## config.mk

```make
export PLATFORM = sky130hd
export DESIGN_NAME = byte_op_and_branch_exec
export DESIGN_NICKNAME = d
export VERILOG_FILES = /design/src/rtl/exec_pkg.sv /design/src/rtl/byte_op_and_branch_exec.sv /design/src/rtl/operand_stepper.sv
export SDC_FILE = /design/constraint.sdc
export NUM_CORES = 1
export LEC_CHECK = 0
export ABC_AREA = 1
export ABC_CLOCK_PERIOD_IN_PS = 2900
export BUFFER_PORTS_ARGS = -buffer_cell sky130_fd_sc_hd__buf_2
export CORE_MARGIN = 4
export CORE_UTILIZATION = 55
export CTS_CLUSTER_DIAMETER = 60
export DETAILED_ROUTE_END_ITERATION = 12
export GPL_ROUTABILITY_DRIVEN = 0
export GPL_TIMING_DRIVEN = 0
export PLACE_DENSITY_LB_ADDON = 0.15
export SETUP_SLACK_MARGIN = 0.05
export SLEW_MARGIN = 25
export SYNTH_ARGS = -nofsm -noshare
export SYNTH_HDL_FRONTEND = slang
export SYNTH_SLANG_ARGS = --single-unit
export TNS_END_PERCENT = 5
```

## constraint.sdc

```tcl
create_clock -name core_clk_i -period 2.9 [get_ports core_clk_i]
set_input_delay 0.435 -clock core_clk_i [delete_from_list [all_inputs] [get_ports core_clk_i]]
set_output_delay 0.435 -clock core_clk_i [all_outputs]
set_load 0.1 [all_outputs]
```

## src/rtl/exec_pkg.sv

```systemverilog
/*
  Shared constants and types for the byte-operation and branch
  execution block: opcode patterns, field positions, reset values,
  the instruction carrier, the file write carrier and the state record.
  Assumes a 14-bit instruction word and an 8-bit data path.
*/
package exec_pkg;

  // ----------------------------------------------------------------
  // Widths
  // ----------------------------------------------------------------
  localparam int unsigned WORD_W  = 14;
  localparam int unsigned DATA_W  = 8;
  localparam int unsigned FADDR_W = 7;
  localparam int unsigned PC_W    = 13;
  localparam int unsigned K11_W   = 11;

  // ----------------------------------------------------------------
  // Opcode patterns (mask, then value)
  // ----------------------------------------------------------------
  localparam logic [13:0] CLR_ACC_MASK  = 14'h3f80;
  localparam logic [13:0] CLR_ACC_VAL   = 14'h0100;
  localparam logic [13:0] DEC_F_MASK    = 14'h3f00;
  localparam logic [13:0] DEC_F_VAL     = 14'h0300;
  localparam logic [13:0] DEC_SKIP_MASK = 14'h3f00;
  localparam logic [13:0] DEC_SKIP_VAL  = 14'h0b00;
  localparam logic [13:0] INC_SKIP_MASK = 14'h3f00;
  localparam logic [13:0] INC_SKIP_VAL  = 14'h0f00;
  localparam logic [13:0] BRANCH_MASK   = 14'h3800;
  localparam logic [13:0] BRANCH_VAL    = 14'h2800;
  localparam logic [13:0] OR_LIT_MASK   = 14'h3f00;
  localparam logic [13:0] OR_LIT_VAL    = 14'h3800;

  // ----------------------------------------------------------------
  // Field positions
  // ----------------------------------------------------------------
  localparam int unsigned DEST_BIT      = 7;
  localparam int unsigned LATCH_HI_BIT  = 4;
  localparam int unsigned LATCH_LO_BIT  = 3;
  localparam logic        DEST_ACC      = 1'b0;
  localparam logic        DEST_FILE     = 1'b1;

  // ----------------------------------------------------------------
  // Reset values
  // ----------------------------------------------------------------
  localparam logic [7:0]  ACC_RESET     = 8'h00;
  localparam logic [12:0] PC_RESET      = 13'h0000;
  localparam logic [12:0] PC_STEP       = 13'h0001;
  localparam logic [7:0]  DATA_ZERO     = 8'h00;

  // ----------------------------------------------------------------
  // Types
  // ----------------------------------------------------------------
  typedef enum logic [2:0] {
    OP_NONE      = 3'b000,
    OP_CLR_ACC   = 3'b001,
    OP_DEC_F     = 3'b010,
    OP_DEC_SKIP  = 3'b011,
    OP_INC_SKIP  = 3'b100,
    OP_BRANCH    = 3'b101,
    OP_OR_LIT    = 3'b110
  } op_t;

  typedef struct packed {
    logic [13:0] word;
    logic [7:0]  operand;
  } instr_t;

  typedef struct packed {
    logic        we;
    logic [6:0]  addr;
    logic [7:0]  data;
  } file_wr_t;

  typedef struct packed {
    logic [7:0]  acc;
    logic        zero_flag;
    logic [12:0] pc;
    logic        flush;
    logic        retire;
    file_wr_t    file_wr;
  } exec_state_t;

endpackage

```

## src/rtl/byte_op_and_branch_exec.sv

```systemverilog
/*
  Execution unit for clearing the accumulator, stepping a file register
  (with or without a skip on zero), absolute branching and OR of a
  literal into the accumulator. Holds the accumulator, the zero flag
  and the program counter.
  Assumes the fetch stage presents one instruction word with its file
  operand already read, on the same clock, and honours instr_ready_o.
  After a flush cycle the fetcher resumes at pc_o; a skipped word is
  never retired here, it is simply refused for one cycle. The file
  write port is one-shot: the register file must take it on the
  cycle that we is high.
*/
`timescale 1ns/10ps

module byte_op_and_branch_exec (
  input  wire logic                 core_clk_i,
  input  wire logic                 reset_i,
  input  wire logic                 instr_valid_i,
  input  wire exec_pkg::instr_t     instr_i,
  input  wire logic [7:0]           pc_upper_latch_i,
  output logic                      instr_ready_o,
  output logic      [7:0]           acc_o,
  output logic                      zero_flag_o,
  output logic      [12:0]          pc_o,
  output exec_pkg::file_wr_t        file_wr_o,
  output logic                      retire_o
);

  // ----------------------------------------------------------------
  // Decode
  // ----------------------------------------------------------------

  exec_pkg::op_t     op;
  logic              dest_sel;
  logic [6:0]        faddr;
  logic [7:0]        literal_value;
  logic [10:0]       branch_k;
  logic [7:0]        step_result;
  logic              step_zero;
  logic              step_down;
  logic [7:0]        or_result;
  logic [12:0]       branch_target;

  // ----------------------------------------------------------------
  // Elaboration checks
  // ----------------------------------------------------------------

  // Field slices and carriers are laid out for these exact widths;
  // a package edit that changes one must revisit the decode
  if (exec_pkg::WORD_W != 14) begin : g_word_bad
    $error("instruction word must be 14 bits");
  end
  if (exec_pkg::DATA_W != 8) begin : g_data_bad
    $error("data path must be 8 bits");
  end
  if (exec_pkg::PC_W != exec_pkg::K11_W + 2) begin : g_pc_bad
    $error("program counter must be branch field plus two");
  end
  if (exec_pkg::FADDR_W >= exec_pkg::DEST_BIT + 1) begin : g_faddr_bad
    $error("file address overlaps the destination bit");
  end
  if (exec_pkg::LATCH_HI_BIT != exec_pkg::LATCH_LO_BIT + 1) begin : g_lat_bad
    $error("latch bits must be adjacent");
  end
  if (exec_pkg::K11_W >= exec_pkg::WORD_W) begin : g_k_bad
    $error("branch field does not fit the word");
  end

  // Patterns are disjoint, so order only matters for readability
  // Unknown words fall to OP_NONE: taken, PC steps, nothing else
  always_comb begin
    if ((instr_i.word & exec_pkg::CLR_ACC_MASK) ==
        exec_pkg::CLR_ACC_VAL) begin
      op = exec_pkg::OP_CLR_ACC;
    end else if ((instr_i.word & exec_pkg::DEC_F_MASK) ==
                 exec_pkg::DEC_F_VAL) begin
      op = exec_pkg::OP_DEC_F;
    end else if ((instr_i.word & exec_pkg::DEC_SKIP_MASK) ==
                 exec_pkg::DEC_SKIP_VAL) begin
      op = exec_pkg::OP_DEC_SKIP;
    end else if ((instr_i.word & exec_pkg::INC_SKIP_MASK) ==
                 exec_pkg::INC_SKIP_VAL) begin
      op = exec_pkg::OP_INC_SKIP;
    end else if ((instr_i.word & exec_pkg::BRANCH_MASK) ==
                 exec_pkg::BRANCH_VAL) begin
      op = exec_pkg::OP_BRANCH;
    end else if ((instr_i.word & exec_pkg::OR_LIT_MASK) ==
                 exec_pkg::OR_LIT_VAL) begin
      op = exec_pkg::OP_OR_LIT;
    end else begin
      op = exec_pkg::OP_NONE;
    end
  end

  // Operand fields
  // Low seven bits name the file; bit 7 picks the destination
  assign dest_sel      = instr_i.word[exec_pkg::DEST_BIT];
  assign faddr         = instr_i.word[exec_pkg::FADDR_W-1:0];
  assign literal_value = instr_i.word[exec_pkg::DATA_W-1:0];
  assign branch_k      = instr_i.word[exec_pkg::K11_W-1:0];

  // ----------------------------------------------------------------
  // Datapath
  // ----------------------------------------------------------------

  // Only the increment-and-skip form counts upward
  assign step_down = (op != exec_pkg::OP_INC_SKIP);

  operand_stepper u_stepper (
    .operand_i   (instr_i.operand),
    .step_down_i (step_down),
    .result_o    (step_result),
    .is_zero_o   (step_zero)
  );

  exec_pkg::exec_state_t st_reg;
  exec_pkg::exec_state_t st_next;

  assign or_result = st_reg.acc | literal_value;

  // Upper two bits come from the latch, never from the old PC
  assign branch_target = {pc_upper_latch_i[exec_pkg::LATCH_HI_BIT],
                          pc_upper_latch_i[exec_pkg::LATCH_LO_BIT],
                          branch_k};

  // ----------------------------------------------------------------
  // Next state
  // ----------------------------------------------------------------

  // A flush cycle stands in for the discarded or refetched word
  always_comb begin
    st_next            = st_reg;
    st_next.retire     = 1'b0;
    st_next.file_wr.we = 1'b0;
    if (st_reg.flush) begin
      // The word offered now is refused; PC and flags stay
      st_next.flush = 1'b0;
    end else if (instr_valid_i) begin
      st_next.retire = 1'b1;
      // Plain step, wrapping at the top; a branch overrides it below
      st_next.pc     = 13'(st_reg.pc + exec_pkg::PC_STEP);
      case (op)
        exec_pkg::OP_CLR_ACC: begin
          st_next.acc       = exec_pkg::DATA_ZERO;
          st_next.zero_flag = 1'b1;
        end
        exec_pkg::OP_DEC_F,
        exec_pkg::OP_DEC_SKIP,
        exec_pkg::OP_INC_SKIP: begin
          if (dest_sel == exec_pkg::DEST_ACC) begin
            st_next.acc = step_result;
          end else begin
            st_next.file_wr.we   = 1'b1;
            st_next.file_wr.addr = faddr;
            st_next.file_wr.data = step_result;
          end
          if (op == exec_pkg::OP_DEC_F) begin
            st_next.zero_flag = step_zero;
          end
          // Skip forms leave the flag alone and skip only on zero
          if (op != exec_pkg::OP_DEC_F && step_zero) begin
            st_next.flush = 1'b1;
          // Nonzero result: no flush, the next word runs
          end
        end
        exec_pkg::OP_BRANCH: begin
          st_next.pc    = branch_target;
          st_next.flush = 1'b1;
        end
        exec_pkg::OP_OR_LIT: begin
          st_next.acc       = or_result;
          st_next.zero_flag = (or_result == exec_pkg::DATA_ZERO);
        end
        default: begin
          // Words outside this block's set only advance the PC and retire
          st_next.flush = 1'b0;
        end
      endcase
    end
  end

  // ----------------------------------------------------------------
  // State register
  // ----------------------------------------------------------------

  // Synchronous reset to a known idle state
  // Write port address and data clear too, so no stale value shows
  always_ff @(posedge core_clk_i) begin
    if (reset_i) begin
      st_reg.acc          <= exec_pkg::ACC_RESET;
      st_reg.zero_flag    <= 1'b0;
      st_reg.pc           <= exec_pkg::PC_RESET;
      st_reg.flush        <= 1'b0;
      st_reg.retire       <= 1'b0;
      st_reg.file_wr.we   <= 1'b0;
      st_reg.file_wr.addr <= 7'h00;
      st_reg.file_wr.data <= exec_pkg::DATA_ZERO;
    end else begin
      st_reg <= st_next;
    end
  end

  // ----------------------------------------------------------------
  // Outputs
  // ----------------------------------------------------------------

  // Ready drops for the second cycle of a skip or a branch
  assign instr_ready_o = ~st_reg.flush;
  // The rest are plain register copies, no logic on the way out
  assign acc_o         = st_reg.acc;
  assign zero_flag_o   = st_reg.zero_flag;
  assign pc_o          = st_reg.pc;
  assign file_wr_o     = st_reg.file_wr;
  assign retire_o      = st_reg.retire;

endmodule

```

## src/rtl/operand_stepper.sv

```systemverilog
/*
  Eight-bit step unit: adds or subtracts one and flags a zero result.
  Purely combinational; the caller registers whatever it keeps.
*/
`timescale 1ns/10ps

module operand_stepper (
  input  wire logic [7:0] operand_i,
  input  wire logic       step_down_i,
  output logic      [7:0] result_o,
  output logic            is_zero_o
);

  // ----------------------------------------------------------------
  // Step and zero detect
  // ----------------------------------------------------------------

  // Wraps modulo 256 in both directions
  always_comb begin
    if (step_down_i) begin
      result_o = 8'(operand_i - 8'h01);
    end else begin
      result_o = 8'(operand_i + 8'h01);
    end
    is_zero_o = (result_o == exec_pkg::DATA_ZERO);
  end

endmodule

```

# Yosys cells after proc, flatten, opt, wreduce, memory -nomap -nowiden
# Cells that the tools add are included.
# word_totals
reg_bits	40
inputBits	33
elab_cells	59
# op_classes
n_mux	16
eq_ne	16
n_bitwise	4
n_addsub	3
reduce_logical	12
# ops
operator	n
$mux 16	2
$pmux 9 s3	1
$mux 3	6
$mux 17	1
$logic_not 8->1	2
$mux 8	2
$add 13x1->13 const B	1
$mux 13	1
$eq 3x3->1 const B	4
$eq 6x4->1 const B	2
$reduce_and 4->1	3
$add 8x1->8 const B	1
$or 8x8->8	1
$sub 8x1->8 const B	1
$eq 7x2->1 const B	1
$eq 3x2->1 const B	2
$eq 6x2->1 const B	1
$eq 6x6->1 const B	1
$reduce_or 3->1	2
$ne 2x2->1 const B	2
$reduce_or 4->1	1
$eq 3x1->1 const B	1
$ne 3x2->1 const B	1
$ne 3x3->1 const B	1
7 further kinds	10

# Depth between registers and ports, before layout
# logic_depth
word_depth	13
ltp_mapped	15
mapped_depth_nobuf	15

# By module
# Synthesis repeated with hierarchy kept, for this count alone.
# unflattened
cells_unflattened	427
hier_area_um2	2895.3
# by_module_without_submodules
module	seq_area_each_um2	area_each_um2	cells_each	instances
byte_op_and_branch_exec	800.8	2434.8	347	1
operand_stepper	0.0	460.4	80	1

# Least setup slack after synthesis
# No wires, ideal clock.
# synth_path
kind	input -> register
from	in instr_i[20] in the netlist's numbering
to	reg st_reg[17] in the netlist's numbering
setup_slack_ps	817
stages	9
t_arrival_ps	2013
setup_time_ps	70
cell_sequence	nor2_2 -> nand3_1 -> ha_1 -> xor2_1 -> and2_1 -> nand3_1 -> nor2_1 -> nand4_1 -> a21oi_1
# synth_between
elab_chain_cells	13
word_cells_on_any_way	24
classes_between	12 x eq/ne; 9 x mux; 3 x reduce/logical
# synth_lines
element	line_no	source
from (decl)	byte_op_and_branch_exec.sv:19	input wire exec_pkg::instr_t instr_i,
$eq 6x6->1	byte_op_and_branch_exec.sv:87	end else if ((instr_i.word & exec_pkg::OR_LIT_MASK) ==
$mux 3	byte_op_and_branch_exec.sv:87	
$mux 3	byte_op_and_branch_exec.sv:84	end else if ((instr_i.word & exec_pkg::BRANCH_MASK) ==
$mux 3	byte_op_and_branch_exec.sv:81	end else if ((instr_i.word & exec_pkg::INC_SKIP_MASK) ==
$mux 3	byte_op_and_branch_exec.sv:78	end else if ((instr_i.word & exec_pkg::DEC_SKIP_MASK) ==
$mux 3	byte_op_and_branch_exec.sv:75	end else if ((instr_i.word & exec_pkg::DEC_F_MASK) ==
$mux 3 (*)	byte_op_and_branch_exec.sv:72	if ((instr_i.word & exec_pkg::CLR_ACC_MASK) ==
$ne 3x3->1	byte_op_and_branch_exec.sv:107	assign step_down = (op != exec_pkg::OP_INC_SKIP);
$mux 8	operand_stepper.sv:20	if (step_down_i) begin
$logic_not 8->1	operand_stepper.sv:25	is_zero_o = (result_o == exec_pkg::DATA_ZERO);
$logic_and 1x1->1	byte_op_and_branch_exec.sv:161	if (op != exec_pkg::OP_DEC_F && step_zero) begin
$mux 1	byte_op_and_branch_exec.sv:161	
$pmux 1 s2 (*)	byte_op_and_branch_exec.sv:142	case (op)
to (signal assigned)	byte_op_and_branch_exec.sv:199	st_reg <= st_next;
to (decl)	byte_op_and_branch_exec.sv:116	exec_pkg::exec_state_t st_reg;
# Every way passes the cells marked *; elsewhere a longest branch is shown, timed or not.
# A chain may end at the register's enable or synchronous reset.

# Final worst setup path
# Same ends and word-level chain as after synthesis.

==> impl_results.md <==
- RSZ-0062 raised after global routing: false
- Power Total: about 1.4 mW
- Hold Path Class: input port to register
- Slew @ Worst Pin: roughly 0.56 ns
- CP startpoint: instr_i[20]
- R2r setup slk: between 1 and 1.5 ns
- Initial antenna violation count: 0
- Number of fill cells: about 420
- Clk pin slew, worst setup/hold paths: about 0.08 ns
- Status: finished clean
- Clk_lat worst skew: just under 0.3 ns
- Commonest non-fill, non-tap cell in the layout: nand2_1
- Final Hold Viols: 0
- Nature of the critical path endpoint: register
- Nets: between 500 and 600
- CP Class: input port to register
- Num ports: between 70 and 80
- Max-cap viol count: 0
- Pin count of the biggest net entering global routing: 13
- Min Tclk post-route: 2.29 ns
- Detailed Routing Iterations Pass 1: 5
- Die height: roughly 79 um
- Worst R2R End: pc_o[9]
- EDFF count, synth: 0
- Avg Cell Area, Syn: ~7.0 sq um
- Post_cts resized: 0
- Total Routing Usage GR: a little over a fifth
- Final slew viol count: 0
- Max-slew headroom: about 62%
- First-pass GRT wire length: 10900 um
- Post-CTS setup buffers: 0
- Residual overflow from global routing: 0
- Reg2Reg Depth: 9
- Post-route ant nets: 0
- FF+latch area: ~800 sq um
- Post-CTS Hold Buffers: 0
- Fraction of layout cells with a size suffix above 1: between 30% and 40%
- CP max FO: 8
- Required time of the worst setup path: between 3 and 4 ns
- Setup crit end: st_reg[17]
- Fmax: 0.437 GHz
- Root Buffer: clkbuf_8
- DRC viols: 0
- Setup violations, final: 0
- CTS tree: yes
- Hpwl dp: 5140 um
- Clock skew: 0.00472 ns
- Yosys warns: 0
- Power per cell area: roughly 420 nW/um^2
- Setup TNS: 0 ns
- Syn-to-layout area delta: 19.2%
- Total CTS buffers: 5
- Via-to-Cell Ratio: 5.14
- Post-synth cell types: 38
- Port-buffer cells: 66
- CTS sink cnt: 40
- Clock Tree Buf Depth: 2
- Vias in the first global route: 2473
- Max IR drop VDD: 0.257 mV
- Antenna Cells: 0
- Seq cells post-synth: 40
- Die area: about 6300 sq um
- Via count: 2798
- Primary FF master, synth: dfxtp_1
- Chip width: 79.5 um
- DRT iter0 DRCs: between 200 and 250
- Final WL: approximately 6600 um
- Core Area: just under 5000 sq um
- Multi-input logic area: between 1000 and 1500 sq um
- Mapped Nets: 445
- P_leak: 1.71 nW
- Crit start category: input port
- Largest register FFs: 16
- Post-synth ARST share: 0%
- Initial core utilization: ~58%
- Wire per inst: around 12 um
- Worst r2r src: pc_o[2]
- CP arrival: ~2.5 ns
- Commonest cells after routing, fill and taps aside: nand2_1 (80), buf_2 (67), inv_1 (45)
- H-tree lvl count: 2
- Sequential cell area fraction in the yosys report: between 20% and 30%
- Post-route clock period utilization: between 70% and 80%
- Mapped Cells: ~400
- Syn Std Cell Area: 2810 sq um
- Rows: 25
[worst min path at each step]
stage               start      endpoint  slack (ns)  cells past startpoint
3_3_place_gp     acc_o[4]      acc_o[4]        0.47                      2
4_1_cts        instr_i[0]  file_wr_o[0]        0.41                      2
6_report       instr_i[0]  file_wr_o[0]        0.41                      2
3_5_place_dp     acc_o[5]      acc_o[5]        0.47                      2
5_1_grt        instr_i[0]  file_wr_o[0]        0.43                      2
2_1_floorplan    acc_o[5]      acc_o[5]        0.44                      2
[Yosys cell counts, drive strengths merged (7+ instances only)]
cell    count  area, sq um
nand3      18          108
o21ai      37          189
inv        52          198
dfxtp      40          801
nand2      83          319
xor2        7         61.3
buf        43          344
ha          8          100
a21oi      45          274
nor3       11         70.1
clkbuf      7         27.5
nor2       25          109
nand4      10         62.6
[layer usage]
metal	vias to the layer above	part of all wire, %	global-route usage (%)
li1	1432	-	-
met1	1267	46	27.8
met2	88	46	36.1
met3	11	6.2	3.72
met4	0	1.5	6.36
met5	-	0	0
[stage by stage]
| stage | std cells | instance area (sq um) | util (%) | hold WS (ns) | setup WS, ns |
|---|---|---|---|---|---|
| 2_1_floorplan | 403 | 2810 | - | 0.445 | 0.817 |
| 3_3_place_gp | 536 | 3220 | 66.5 | 0.468 | 0.328 |
| 3_5_place_dp | 536 | 3220 | 66.5 | 0.470 | 0.309 |
| 4_1_cts | 544 | 3350 | 69.1 | 0.413 | 0.606 |
| 5_1_grt | 544 | 3350 | 69.1 | 0.430 | 0.357 |
| 6_report | 544 | 3350 | 69.1 | 0.408 | 0.612 |
[area by class of cell]
class / instances / share of cell area, %
plain buffers: 50 / 11.1
flip-flops and latches: 40 / 23.9
repair buffers: 66 / 9.86
clock inverters: 1 / 0.896
well taps: 67 / 2.50
clock buffers: 7 / 2.88
multi-input cells: 260 / 42.9
inverters: 53 / 6.01
[report_power, final]
group | internal, mW | switching (mW)
Clock | 0.304 | 0.205
Sequential | 0.563 | 0.0132
Combinational | 0.0863 | 0.226
Total | 0.953 | 0.444
[cells by family (layout without fill, tap and decap cells)]
family	after synthesis	count (layout)	share of synthesized area [%]
DFF	40	40	28.5
buffers and inverters	103	177	20.4
AOI/OAI and AO/OA	91	91	19.5
and+or+nand+nor	153	153	25.2
adders and majority gates	9	9	4.27
xor gates and xnor gates	7	7	2.18
[critical path, stage by stage]
cell and delay (ns):
buf_2 0.13, nor2_2 0.20, nand3_1 0.29, ha_1 0.50
nand2_1 0.12, nand3_1 0.14, nand2_1 0.06, nand2_1 0.15
nand3_1 0.10, nor2_1 0.14, nand4_1 0.11, a21oi_1 0.14
No activity file was read; power rests on OpenSTA's default activity.
